[src/pkg/ssc_pkg.sv]
// package: register map, opcodes, field layout and state types of the security command engine
package ssc_pkg;

   ////////////////////////////////////////////////////////////////////////////////
   // register bus shape
   localparam int ADDR_W = 8;
   localparam int DATA_W = 16;

   // register byte offsets, one aligned word each
   localparam logic [ADDR_W-1:0] ADDR_DATA = 8'h00;
   localparam logic [ADDR_W-1:0] ADDR_SECCNT = 8'h04;
   localparam logic [ADDR_W-1:0] ADDR_CMD_STAT = 8'h08;
   localparam logic [ADDR_W-1:0] ADDR_ERROR = 8'h0C;
   localparam logic [ADDR_W-1:0] ADDR_SECSTATE = 8'h10;
   localparam logic [ADDR_W-1:0] ADDR_CONFIG = 8'h14;

   ////////////////////////////////////////////////////////////////////////////////
   // command opcodes
   localparam logic [7:0] OP_SET_PW = 8'hF1;
   localparam logic [7:0] OP_UNLOCK = 8'hF2;
   localparam logic [7:0] OP_ERASE_PREP = 8'hF3;
   localparam logic [7:0] OP_ERASE_UNIT = 8'hF4;
   localparam logic [7:0] OP_FREEZE = 8'hF5;
   localparam logic [7:0] OP_DISABLE_PW = 8'hF6;

   ////////////////////////////////////////////////////////////////////////////////
   // password sector layout, in 16-bit words
   localparam int SECTOR_WORDS = 256;
   localparam int PW_FIRST_WORD = 1;
   localparam int PW_WORDS = 16;
   localparam int CTRL_ID_BIT = 0;
   localparam int CTRL_LEVEL_BIT = 8;

   // status, error and config bit positions
   localparam int STAT_BSY = 7;
   localparam int STAT_DRDY = 6;
   localparam int STAT_DRQ = 3;
   localparam int STAT_ERR = 0;
   localparam int ERR_ABRT = 2;
   localparam int CFG_SEC_BIT = 0;

   // values after reset
   localparam logic [2:0] UNLOCK_TRIES = 3'h5;
   localparam logic [DATA_W-1:0] SECCNT_RESET = 16'h0001;
   localparam logic [DATA_W-1:0] CONFIG_RESET = 16'h0001;

   ////////////////////////////////////////////////////////////////////////////////
   // types
   typedef enum logic [1:0] {
      ST_IDLE = 2'b00,
      ST_XFER = 2'b01,
      ST_EXEC = 2'b10
   } ssc_state_t;

   typedef struct packed {
      logic locked;
      logic frozen;
      logic lock_en;
      logic level_max;
      logic [2:0] tries;
   } ssc_sec_t;

   typedef struct packed {
      logic [7:0] op;
      logic id_master;
      logic level_max;
      logic rej;
      logic wear;
   } ssc_cmd_t;

   localparam ssc_sec_t SEC_RESET = '{locked: 1'b0, frozen: 1'b0, lock_en: 1'b0,
                                     level_max: 1'b0, tries: UNLOCK_TRIES};
   localparam ssc_cmd_t CMD_RESET = '{op: 8'h00, id_master: 1'b0, level_max: 1'b0,
                                     rej: 1'b0, wear: 1'b0};

endpackage

[src/logic/ssc_engine.sv]
// security command engine: erase prepare/unit, freeze lock, set password, unlock
`timescale 1ns/1ps
// How it works
// - erase unit aborted without preceding erase prepare
// - erase unit aborted on password mismatch
// - frozen rejects set, unlock, disable, erase
// - only hardware or power reset unfreezes
// - freeze while frozen succeeds, stays frozen
// - freeze completion writes zero sector count
// - without security support freeze means wear-level
// - set password takes one data sector
// - word0 bit0 identifier, bit8 level, words1-16 password
// - user high: lock at reset, both unlock
// - user maximum: lock at reset, user only
// - master set keeps lock and level
// - master unlock: compare high, reject maximum
// - user unlock compares stored user password
// - locked mismatch aborts, decrements counter from five
// - counter zero aborts unlock and erase
// - unlock while unlocked leaves counter alone
// - erase/unlock sector bit0 selects compare password
module ssc_engine import ssc_pkg::*; #(
   parameter int SECTOR_WORDS_P = SECTOR_WORDS
) (
   input wire logic clk_i,
   input wire logic rst_n_i,
   input wire logic hw_rst_n_i,
   input wire logic [ADDR_W-1:0] addr_i,
   input wire logic [DATA_W-1:0] wdata_i,
   input wire logic we_i,
   input wire logic re_i,
   output logic [DATA_W-1:0] rdata_o,
   output logic busy_o,
   output logic drq_o,
   output logic locked_o,
   output logic frozen_o,
   output logic erase_o,
   output logic wear_level_o
);

   ////////////////////////////////////////////////////////////////////////////////
   // declarations
   localparam int PW_BITS = PW_WORDS * DATA_W;
   localparam logic [8:0] LAST_WORD = 9'(SECTOR_WORDS_P - 1);

   logic hw_meta;
   logic hw_sync;
   ssc_state_t state;
   ssc_state_t next_state;
   ssc_cmd_t cmd;
   ssc_sec_t sec;
   ssc_sec_t next_sec;
   logic last_prep;
   logic err;
   logic [DATA_W-1:0] seccnt;
   logic [DATA_W-1:0] config_r;
   logic [8:0] word_cnt;
   logic [8:0] pw_idx;
   logic [PW_WORDS-1:0][DATA_W-1:0] pw_buf;
   logic user_match;
   logic master_match;
   logic cmd_wr;
   logic data_wr;
   logic last_data;
   logic [7:0] op_in;
   logic is_sec_op;
   logic pre_rej;
   logic exec_done;
   logic pw_ok;
   logic max_rej;
   logic unlock_mis;
   logic exec_abort;
   logic exec_ok;
   logic load_user;
   logic load_master;
   logic [DATA_W-1:0] stat_word;
   logic [DATA_W-1:0] sec_word;

   if (SECTOR_WORDS_P < PW_FIRST_WORD + PW_WORDS || SECTOR_WORDS_P > 512) begin : g_chk
      $error("ssc_engine: sector length cannot hold the password");
   end

   ////////////////////////////////////////////////////////////////////////////////
   // hardware reset pin: two flops before anything looks at it
   always_ff @(posedge clk_i or negedge rst_n_i) begin
      if (!rst_n_i) begin
         hw_meta <= 1'b0;
         hw_sync <= 1'b0;
      end else begin
         hw_meta <= hw_rst_n_i;
         hw_sync <= hw_meta;
      end
   end

   ////////////////////////////////////////////////////////////////////////////////
   // bus decode; commands written while busy are dropped
   assign cmd_wr = we_i && (addr_i == ADDR_CMD_STAT) && (state == ST_IDLE) && hw_sync;
   assign data_wr = we_i && (addr_i == ADDR_DATA) && (state == ST_XFER);
   assign last_data = data_wr && (word_cnt == LAST_WORD);
   assign op_in = wdata_i[7:0];
   assign is_sec_op = (op_in >= OP_SET_PW) && (op_in <= OP_DISABLE_PW);
   assign exec_done = (state == ST_EXEC);

   // rejections decided before any data moves, so a command refused here never asks for a sector
   always_comb begin
      pre_rej = 1'b0;
      if (!is_sec_op) begin
         pre_rej = 1'b1;
      end else if (!config_r[CFG_SEC_BIT] && op_in != OP_FREEZE) begin
         pre_rej = 1'b1;
      end else if (sec.frozen && op_in != OP_FREEZE && op_in != OP_ERASE_PREP) begin
         pre_rej = 1'b1;
      end else if (op_in == OP_ERASE_UNIT && !last_prep) begin
         pre_rej = 1'b1;
      end else if (sec.tries == 3'h0 && (op_in == OP_UNLOCK || op_in == OP_ERASE_UNIT)) begin
         pre_rej = 1'b1;
      end else if (op_in == OP_DISABLE_PW) begin
         pre_rej = 1'b1;
      end
   end

   ////////////////////////////////////////////////////////////////////////////////
   // sequencer: idle, sector transfer, one execute cycle
   always_comb begin
      next_state = state;
      unique case (state)
         ST_IDLE: begin
            if (cmd_wr) begin
               if (!pre_rej && (op_in == OP_SET_PW || op_in == OP_UNLOCK ||
                                op_in == OP_ERASE_UNIT)) begin
                  next_state = ST_XFER;
               end else begin
                  next_state = ST_EXEC;
               end
            end
         end
         ST_XFER: begin
            if (last_data) begin
               next_state = ST_EXEC;
            end
         end
         ST_EXEC: begin
            next_state = ST_IDLE;
         end
         default: begin
            next_state = ST_IDLE;
         end
      endcase
      if (!hw_sync) begin
         next_state = ST_IDLE;
      end
   end

   always_ff @(posedge clk_i or negedge rst_n_i) begin
      if (!rst_n_i) begin
         state <= ST_IDLE;
         busy_o <= 1'b0;
         drq_o <= 1'b0;
      end else begin
         state <= next_state;
         busy_o <= (next_state != ST_IDLE);
         drq_o <= (next_state == ST_XFER);
      end
   end

   // command latch; identifier and level come from sector word 0
   always_ff @(posedge clk_i or negedge rst_n_i) begin
      if (!rst_n_i) begin
         cmd <= CMD_RESET;
      end else if (cmd_wr) begin
         cmd.op <= op_in;
         cmd.rej <= pre_rej;
         cmd.wear <= !config_r[CFG_SEC_BIT];
         cmd.id_master <= 1'b0;
         cmd.level_max <= 1'b0;
      end else if (data_wr && word_cnt == 9'h000) begin
         cmd.id_master <= wdata_i[CTRL_ID_BIT];
         cmd.level_max <= wdata_i[CTRL_LEVEL_BIT];
      end
   end

   ////////////////////////////////////////////////////////////////////////////////
   // sector capture: only words 1-16 are kept, the reserved rest is swallowed
   assign pw_idx = word_cnt - 9'(PW_FIRST_WORD);

   always_ff @(posedge clk_i or negedge rst_n_i) begin
      if (!rst_n_i) begin
         word_cnt <= 9'h000;
      end else if (cmd_wr || last_data) begin
         word_cnt <= 9'h000;
      end else if (data_wr) begin
         word_cnt <= word_cnt + 9'h001;
      end
   end

   always_ff @(posedge clk_i or negedge rst_n_i) begin
      if (!rst_n_i) begin
         pw_buf <= '0;
      end else if (data_wr && word_cnt >= 9'(PW_FIRST_WORD) &&
                   word_cnt < 9'(PW_FIRST_WORD + PW_WORDS)) begin
         pw_buf[pw_idx[3:0]] <= wdata_i;
      end
   end

   ////////////////////////////////////////////////////////////////////////////////
   // stored passwords
   assign load_user = exec_ok && cmd.op == OP_SET_PW && !cmd.id_master;
   assign load_master = exec_ok && cmd.op == OP_SET_PW && cmd.id_master;

   ssc_pw_slot #(.PW_BITS(PW_BITS)) u_user_pw (
      .clk_i(clk_i),
      .rst_n_i(rst_n_i),
      .load_i(load_user),
      .pw_i(pw_buf),
      .match_o(user_match)
   );

   ssc_pw_slot #(.PW_BITS(PW_BITS)) u_master_pw (
      .clk_i(clk_i),
      .rst_n_i(rst_n_i),
      .load_i(load_master),
      .pw_i(pw_buf),
      .match_o(master_match)
   );

   ////////////////////////////////////////////////////////////////////////////////
   // execute decision
   assign pw_ok = cmd.id_master ? master_match : user_match;
   assign max_rej = cmd.id_master && sec.level_max &&
                    (cmd.op == OP_UNLOCK || cmd.op == OP_ERASE_UNIT);
   assign unlock_mis = cmd.op == OP_UNLOCK && sec.locked && !max_rej && !pw_ok;
   assign exec_abort = cmd.rej || max_rej || unlock_mis ||
                       (cmd.op == OP_ERASE_UNIT && !pw_ok);
   assign exec_ok = exec_done && !exec_abort;

   // security state; hardware reset relocks when a user password is armed
   always_comb begin
      next_sec = sec;
      if (exec_done && !cmd.rej && unlock_mis) begin
         next_sec.tries = sec.tries - 3'h1;
      end
      if (exec_ok) begin
         unique case (cmd.op)
            OP_SET_PW: begin
               if (!cmd.id_master) begin
                  next_sec.lock_en = 1'b1;
                  next_sec.level_max = cmd.level_max;
               end
            end
            OP_UNLOCK: begin
               next_sec.locked = 1'b0;
            end
            OP_ERASE_UNIT: begin
               next_sec.locked = 1'b0;
               next_sec.lock_en = 1'b0;
               next_sec.level_max = 1'b0;
            end
            OP_FREEZE: begin
               if (!cmd.wear) begin
                  next_sec.frozen = 1'b1;
               end
            end
            default: begin
            end
         endcase
      end
      if (!hw_sync) begin
         next_sec.frozen = 1'b0;
         next_sec.tries = UNLOCK_TRIES;
         next_sec.locked = sec.lock_en;
      end
   end

   always_ff @(posedge clk_i or negedge rst_n_i) begin
      if (!rst_n_i) begin
         sec <= SEC_RESET;
         locked_o <= 1'b0;
         frozen_o <= 1'b0;
      end else begin
         sec <= next_sec;
         locked_o <= next_sec.locked;
         frozen_o <= next_sec.frozen;
      end
   end

   // the very next completed command must be the erase unit, anything else disarms it
   always_ff @(posedge clk_i or negedge rst_n_i) begin
      if (!rst_n_i) begin
         last_prep <= 1'b0;
      end else if (!hw_sync) begin
         last_prep <= 1'b0;
      end else if (exec_done) begin
         last_prep <= exec_ok && cmd.op == OP_ERASE_PREP;
      end
   end

   // one-cycle pulses for the media erase and wear-level engines
   always_ff @(posedge clk_i or negedge rst_n_i) begin
      if (!rst_n_i) begin
         erase_o <= 1'b0;
         wear_level_o <= 1'b0;
      end else begin
         erase_o <= exec_ok && cmd.op == OP_ERASE_UNIT;
         wear_level_o <= exec_ok && cmd.op == OP_FREEZE && cmd.wear;
      end
   end

   ////////////////////////////////////////////////////////////////////////////////
   // error flag: cleared when a command is taken, set on abort
   always_ff @(posedge clk_i or negedge rst_n_i) begin
      if (!rst_n_i) begin
         err <= 1'b0;
      end else if (exec_done) begin
         err <= exec_abort;
      end else if (cmd_wr) begin
         err <= 1'b0;
      end
   end

   // sector count: host writes it freely, freeze completion zeroes it
   always_ff @(posedge clk_i or negedge rst_n_i) begin
      if (!rst_n_i) begin
         seccnt <= SECCNT_RESET;
      end else if (exec_ok && cmd.op == OP_FREEZE && !cmd.wear) begin
         seccnt <= '0;
      end else if (we_i && addr_i == ADDR_SECCNT) begin
         seccnt <= wdata_i;
      end
   end

   // config: security feature support switch
   always_ff @(posedge clk_i or negedge rst_n_i) begin
      if (!rst_n_i) begin
         config_r <= CONFIG_RESET;
      end else if (we_i && addr_i == ADDR_CONFIG) begin
         config_r <= wdata_i & 16'h0001;
      end
   end

   ////////////////////////////////////////////////////////////////////////////////
   // read path: data stand only in the cycle after the strobe
   always_comb begin
      stat_word = '0;
      stat_word[STAT_BSY] = (state != ST_IDLE);
      stat_word[STAT_DRDY] = (state == ST_IDLE);
      stat_word[STAT_DRQ] = (state == ST_XFER);
      stat_word[STAT_ERR] = err;
      sec_word = {9'h000, sec};
   end

   always_ff @(posedge clk_i or negedge rst_n_i) begin
      if (!rst_n_i) begin
         rdata_o <= '0;
      end else if (!re_i) begin
         rdata_o <= '0;
      end else begin
         unique case (addr_i)
            ADDR_SECCNT: rdata_o <= seccnt;
            ADDR_CMD_STAT: rdata_o <= stat_word;
            ADDR_ERROR: rdata_o <= {13'h0000, err, 2'h0};
            ADDR_SECSTATE: rdata_o <= sec_word;
            ADDR_CONFIG: rdata_o <= config_r;
            default: rdata_o <= '0;
         endcase
      end
   end

   ////////////////////////////////////////////////////////////////////////////////
   // assertions
   logic take_freeze;
   assign take_freeze = cmd_wr && op_in == OP_FREEZE && config_r[CFG_SEC_BIT];

   AST_ERASE_NEEDS_PREP: assert property (@(posedge clk_i) disable iff (!rst_n_i)
      (cmd_wr && op_in == OP_ERASE_UNIT && !last_prep) ##1 hw_sync |=> err && !erase_o)
      else $error("erase unit without prepare was not aborted");
   AST_ERASE_MISMATCH: assert property (@(posedge clk_i) disable iff (!rst_n_i)
      (exec_done && cmd.op == OP_ERASE_UNIT && !pw_ok) |=> err && !erase_o)
      else $error("erase unit with wrong password completed");
   AST_FROZEN_REJECTS: assert property (@(posedge clk_i) disable iff (!rst_n_i)
      (cmd_wr && sec.frozen && op_in == OP_UNLOCK) |=> state == ST_EXEC ##1 err)
      else $error("frozen card accepted unlock");
   AST_FROZEN_HOLDS: assert property (@(posedge clk_i) disable iff (!rst_n_i)
      (sec.frozen && hw_sync) |=> sec.frozen)
      else $error("frozen state left without hardware reset");
   AST_FREEZE_RESULT: assert property (@(posedge clk_i) disable iff (!rst_n_i)
      take_freeze ##1 hw_sync |=> sec.frozen && frozen_o && !err && seccnt == 16'h0000)
      else $error("freeze lock did not freeze or zero sector count");
   AST_WEAR_LEVEL: assert property (@(posedge clk_i) disable iff (!rst_n_i)
      (exec_ok && cmd.op == OP_FREEZE && cmd.wear) |=> wear_level_o && $stable(sec.frozen))
      else $error("unsupported freeze did not act as wear level");
   AST_USER_SET: assert property (@(posedge clk_i) disable iff (!rst_n_i || !hw_sync)
      load_user |=> sec.lock_en && sec.level_max == $past(cmd.level_max) && user_match)
      else $error("user password set did not arm locking");
   AST_MASTER_SET: assert property (@(posedge clk_i) disable iff (!rst_n_i || !hw_sync)
      load_master |=> $stable(sec.lock_en) && $stable(sec.level_max) && $stable(sec.locked))
      else $error("master password set changed lock state");
   AST_MAX_MASTER: assert property (@(posedge clk_i) disable iff (!rst_n_i)
      (exec_done && cmd.op == OP_UNLOCK && cmd.id_master && sec.level_max) |=> err)
      else $error("master unlock at maximum level not rejected");
   AST_MISMATCH_DEC: assert property (@(posedge clk_i) disable iff (!rst_n_i || !hw_sync)
      (exec_done && unlock_mis && !cmd.rej) |=> err && sec.tries == $past(sec.tries) - 3'h1)
      else $error("failed unlock did not decrement counter");
   AST_ZERO_ABORTS: assert property (@(posedge clk_i) disable iff (!rst_n_i)
      (cmd_wr && op_in == OP_UNLOCK && sec.tries == 3'h0) |=> ##1 err)
      else $error("unlock accepted with counter at zero");
   AST_UNLOCKED_KEEPS: assert property (@(posedge clk_i) disable iff (!rst_n_i || !hw_sync)
      (exec_done && cmd.op == OP_UNLOCK && !sec.locked) |=> $stable(sec.tries))
      else $error("unlock on unlocked card changed counter");

   COV_UNLOCK_OK: cover property (@(posedge clk_i) disable iff (!rst_n_i)
      exec_ok && cmd.op == OP_UNLOCK && sec.locked);
   COV_ERASE_OK: cover property (@(posedge clk_i) disable iff (!rst_n_i) erase_o);
   COV_TRIES_OUT: cover property (@(posedge clk_i) disable iff (!rst_n_i) sec.tries == 3'h0);
   COV_REFREEZE: cover property (@(posedge clk_i) disable iff (!rst_n_i)
      take_freeze && sec.frozen);

endmodule // ssc_engine

[src/logic/ssc_pw_slot.sv]
// one stored password with its equality compare
`timescale 1ns/1ps
module ssc_pw_slot #(
   parameter int PW_BITS = 256
) (
   input wire logic clk_i,
   input wire logic rst_n_i,
   input wire logic load_i,
   input wire logic [PW_BITS-1:0] pw_i,
   output logic match_o
);

   logic [PW_BITS-1:0] stored;

   if (PW_BITS < 8) begin : g_chk
      $error("ssc_pw_slot: password width too small");
   end

   // no nonvolatile store here: a power-on reset forgets the password
   always_ff @(posedge clk_i or negedge rst_n_i) begin
      if (!rst_n_i) begin
         stored <= '0;
      end else if (load_i) begin
         stored <= pw_i;
      end
   end

   // the same candidate bus feeds load and compare
   assign match_o = (stored == pw_i);

endmodule // ssc_pw_slot

[config.mk]
export PLATFORM = sky130hd
export DESIGN_NAME = ssc_engine
export DESIGN_NICKNAME = d
export VERILOG_FILES = /design/src/pkg/ssc_pkg.sv /design/src/logic/ssc_engine.sv /design/src/logic/ssc_pw_slot.sv
export SDC_FILE = /design/constraint.sdc
export NUM_CORES = 1
export LEC_CHECK = 0
export BUFFER_PORTS_ARGS = -buffer_cell sky130_fd_sc_hd__buf_2
export CAP_MARGIN = 10
export CORE_MARGIN = 2
export CORE_UTILIZATION = 30
export DETAILED_ROUTE_END_ITERATION = 7
export PLACE_DENSITY = 0.54
export SLEW_MARGIN = 20
export SYNTH_ARGS = -nofsm -noshare
export SYNTH_HDL_FRONTEND = slang
export SYNTH_HIERARCHICAL = 1
export SYNTH_SLANG_ARGS = --single-unit
[constraint.sdc]
create_clock -name clk_i -period 3.53 [get_ports clk_i]
set_clock_uncertainty 0.1 [all_clocks]
set_input_delay 0.706 -clock clk_i [delete_from_list [all_inputs] [get_ports clk_i]]
set_output_delay 0.706 -clock clk_i [all_outputs]
set_load 0.05 [all_outputs]
==> summary by stage <==
Route
After detailed routing, the number of remaining DRC violations is 0. The routed design has 91540 um of wire. The number of nets with antenna violations after detailed routing is 0. The average wire length per cell after detail routing is 20.18 um.

The number of iterations in the first detailed-routing pass is 6. Dividing the detail-routed via count by the number of cells gives 4.661. The count of vias placed by the detailed router is 21150. The first routing iteration left 1025 violations.

Clock network
The H-tree level count is 3. The clock tree from TritonCTS is built. The buffer levels on the longest clock path is 3. The number of post-CTS setup repair buffers is 0. The buffer cell driving the clock tree root is clkbuf_16. Clock tree synthesis inserted a total of 93 buffers. After clock tree synthesis, the clock-pin slew on the worst setup and hold paths is 60 ps. The clock drives 839 sinks. For the worst-skew pair, the clock arrives at the later sink with an insertion delay of 650 ps.

Final layout
The multi-input combinational cells in the finished layout cover a total of 16280 sq um. In the final layout, the share of cells above drive strength 1 is 0.3789. Summing all flip-flop and latch instances after layout gives 21000 sq um. The count of filler cells inserted in the layout is 12180. The area growth from synthesis to layout is 15.74%. The final layout contains 2848 nets. The finished cells cover 43840 sq um.

Timing
The max-slew violation count was 0. The final worst-path cycle share is 0.9432. The worst hold-check slack is 62.76 ps. The max-slew headroom at the worst pin is 0.3689. For the pin with the worst max-slew slack, the measured transition is 946.6 ps. Setup repair after global routing left no endpoint under its margin. The fmax is 0.3003 GHz. Setup violations remaining at the end of the flow were counted as 0. The clock period minus final worst setup slack is 3330 ps.

The count of endpoints failing hold in the final timing report is 0.

Worst setup path
STA classifies the critical path endpoint as a flip-flop. Counting buffers and inverters, the worst setup path is 11 cells deep. The critical path launch point type is a flip-flop.

In this run the register-to-register setup slack is 200 ps. Tracing the worst setup path back leads to its startpoint at pw_buf[197]$_DFFE_PN0P_. The worst setup path is of the reg -> reg kind.

The delay contributed by the slowest stage of the critical path is 440 ps. Together, buffers and inverters on the worst path number 2. The startpoint of the lowest-slack register-to-register path is pw_buf[197]$_DFFE_PN0P_. The worst register-to-register path ends at sec[6]$_DFFE_PN0P_. The number of cells on the worst reg-to-reg path is 11.

The family with the most delay on the worst path is simple AND/OR/NAND/NOR gates. The slowest stage of the critical path belongs to the cell a2111oi_0. Data on the critical path is required at its endpoint by 3940 ps. The most critical setup path has its endpoint at sec[6]$_DFFE_PN0P_. Data arrives at the worst endpoint at 3740 ps.

The critical path goes through xnor2_1 > nand4_1 > nor4_1 > buf_4 > nand4_1 > buf_4 > nor4_2 > nor2b_1 > a311oi_1 > a2111oi_0 > o22ai_1. The largest fanout of any net on the critical path is 5.

Floorplanning
The die footprint is 129100 sq um. The number of ports placed on the die boundary is 51. The height of the chip is 359.3 um. For this configuration, the core starts out at a cell density of 0.3021. The x dimension of the die is 359.3 um.

The core region is 125400 sq um. The number of rows created at floorplan is 130.

Placed design
At the end of routability-driven placement, the weighted congestion stood at 0.7395. The half-perimeter wire length after detailed placement is 56030 um. The post-place instance area is 40600 sq um.

The count of port buffers added during placement is 50.

Global route
In the global route stage, met3 resource usage came out at 0.01859. The aggregate global routing overflow is 0. The overall global routing resource usage is 0.1426. The initial antenna violation count is 12. The wire length of the first global-routing pass is 141000 um. The pin count of the biggest net entering global routing is 87. For this run, global-route usage on met1 was measured as 0.1969. For met2 alone, demand over resource in global routing was 0.2324. The number of global-route vias before repair is 21890.

The layer flagged by global routing as most heavily used is met2.

Job
The max-capacitance violation count is 0.

Synthesis
Of the post-synthesis cell area, the dominant cell type holds 0.5516. The cell taking the most area after synthesis is dfrtp_1. The mapped netlist covers 37880 sq um.

The average instance area after synthesis is 14.05 sq um. The number of instances in the synthesized netlist is 2697. The most common cell in the synthesized netlist is dfrtp_1.

After synthesis, the cell types taking the most area are dfrtp_1 55%, mux2_2 23%, xnor2_1 12%. Counting instances in the post-synthesis netlist gives the leading cell types as 835 x dfrtp_1, 769 x mux2_2, 513 x xnor2_1. Counting flops with a built-in enable in the synthesized netlist gives 0. The share of the Yosys chip area taken by registers is 0.5544.

Counting flops with an async set or reset pin after synthesis yields a share of 1.000. The dominant synthesized flop cell is dfrtp_1. The number of distinct standard cells referenced by the synthesized netlist is 63. The count of warnings emitted by yosys is 6.

The net count after synthesis is 2735. The synthesized design contains 839 register bits.

Power and ir drop
In this run the power density over the cells is 460.0 nW/um^2. The leakage power is 20.37 nW. The post-layout total power is 20.17 mW. The worst supply voltage drop on vdd is 0.0002986 V.

Min path
The min-delay analysis places its worst path in the category in -> reg.

Run status
The run finished with clean final reports.
[how the worst min path moves through the flow]
stage                            from                 to  slack [ps]  depth (start not counted)
finish                     hw_rst_n_i  hw_meta$_DFF_PN0_          60                          1
global route               hw_rst_n_i  hw_meta$_DFF_PN0_          40                          1
CTS                        hw_rst_n_i  hw_meta$_DFF_PN0_          20                          1
detailed placement  hw_meta$_DFF_PN0_  hw_sync$_DFF_PN0_         240                          0
global placement    hw_meta$_DFF_PN0_  hw_sync$_DFF_PN0_         230                          0
floorplan           hw_meta$_DFF_PN0_  hw_sync$_DFF_PN0_         230                          0
[layout make-up]
cell class                 count  area share
clock inverter                26    0.007677
inverter                      12    0.001027
timing repair buffer         132     0.02803
antenna                        2   0.0001142
multi-input combinational   1732      0.3713
sequential                   839      0.4790
clock buffer                 144     0.06578
tap                         1650     0.04709
[stage by stage]
| stage | TNS (ps) | setup WS [ps] | utilization | std cells |
|---|---|---|---|---|
| 4_1_cts | 0 | 196.6 | 0.3495 | 4535 |
| 3_5_place_dp | -40.44 | -40.44 | 0.3237 | 4364 |
| 5_1_grt | 0 | 7.328 | 0.3495 | 4535 |
| 3_3_place_gp | -11.82 | -11.82 | 0.3237 | 4364 |
| 2_1_floorplan | 0 | 954.5 | - | 2697 |
| 6_report | 0 | 200.4 | 0.3496 | 4537 |
[routing by layer]
metal,up-vias,share of wire
li1,9768,-
met1,11020,0.47
met2,242,0.47
met3,116,0.027
met4,4,0.026
met5,-,0.00029
[cells by family after synthesis]
| family | count (synthesis) | synth area share |
|---|---|---|
| buffers and inverters | 126 | 0.01655 |
| AO/OA/AOI/OAI | 56 | 0.01093 |
| XOR/XNOR | 514 | 0.1188 |
| multiplexers | 793 | 0.2354 |
| AND/OR/NAND/NOR | 360 | 0.06094 |
| adder cells (fa/ha/maj) | 9 | 0.002973 |
| flip-flops | 839 | 0.5544 |
[placed cells by master, fill, tap and decap left out, types with 4 or more instances in the layout]
| cell | n |
|---|---|
| clkinv_2 | 13 |
| a22o_1 | 8 |
| a21oi_1 | 8 |
| and4_1 | 6 |
| nor3_4 | 8 |
| mux2_2 | 769 |
| nand2_1 | 48 |
| mux2i_1 | 20 |
| nor4_2 | 6 |
| ha_1 | 9 |
| a22oi_1 | 5 |
| or3_1 | 5 |
| nor4_1 | 30 |
| buf_2 | 49 |
| o21ai_0 | 15 |
| inv_1 | 12 |
| nor3_1 | 7 |
| dfstp_2 | 4 |
| buf_12 | 28 |
| nand3_1 | 14 |
| dfrtp_1 | 835 |
| clkbuf_8 | 28 |
| buf_4 | 53 |
| clkbuf_1 | 19 |
| and2_1 | 11 |
| nand4_4 | 5 |
| bufinv_16 | 7 |
| nand4_1 | 142 |
| clkbuf_16 | 97 |
| nor2_1 | 34 |
| nor2b_1 | 10 |
| nor3b_1 | 4 |
| nand2b_1 | 7 |
| xnor2_1 | 513 |
[repair_timing]
| action | CTS | global route |
|---|---|---|
| hold buffers | 1 | 0 |
| gates resized for setup | 1 | 0 |
| endpoints found under the setup margin | 1 | 0 |
| hold endpoints to repair | 37 | 0 |
[power by group]
group          leakage, nW  switching (mW)  internal (mW)
clock                 1.59            3.97           6.12
sequential            11.7          0.0127           9.64
combinational         7.10           0.364         0.0684
[registers in the layout (all words and copies together), names as in the netlist]
register            count
last_prep               1
erase_o                 1
pw_buf                256
u_master_pw/stored    256
cmd                    12
hw_meta                 1
busy_o                  1
config_r                1
drq_o                   1
seccnt                 16
sec                     7
wear_level_o            1
err                     1
hw_sync                 1
u_user_pw/stored      256
state                   2
rdata_o                16
word_cnt                9
(Power assumes the default switching activity.)
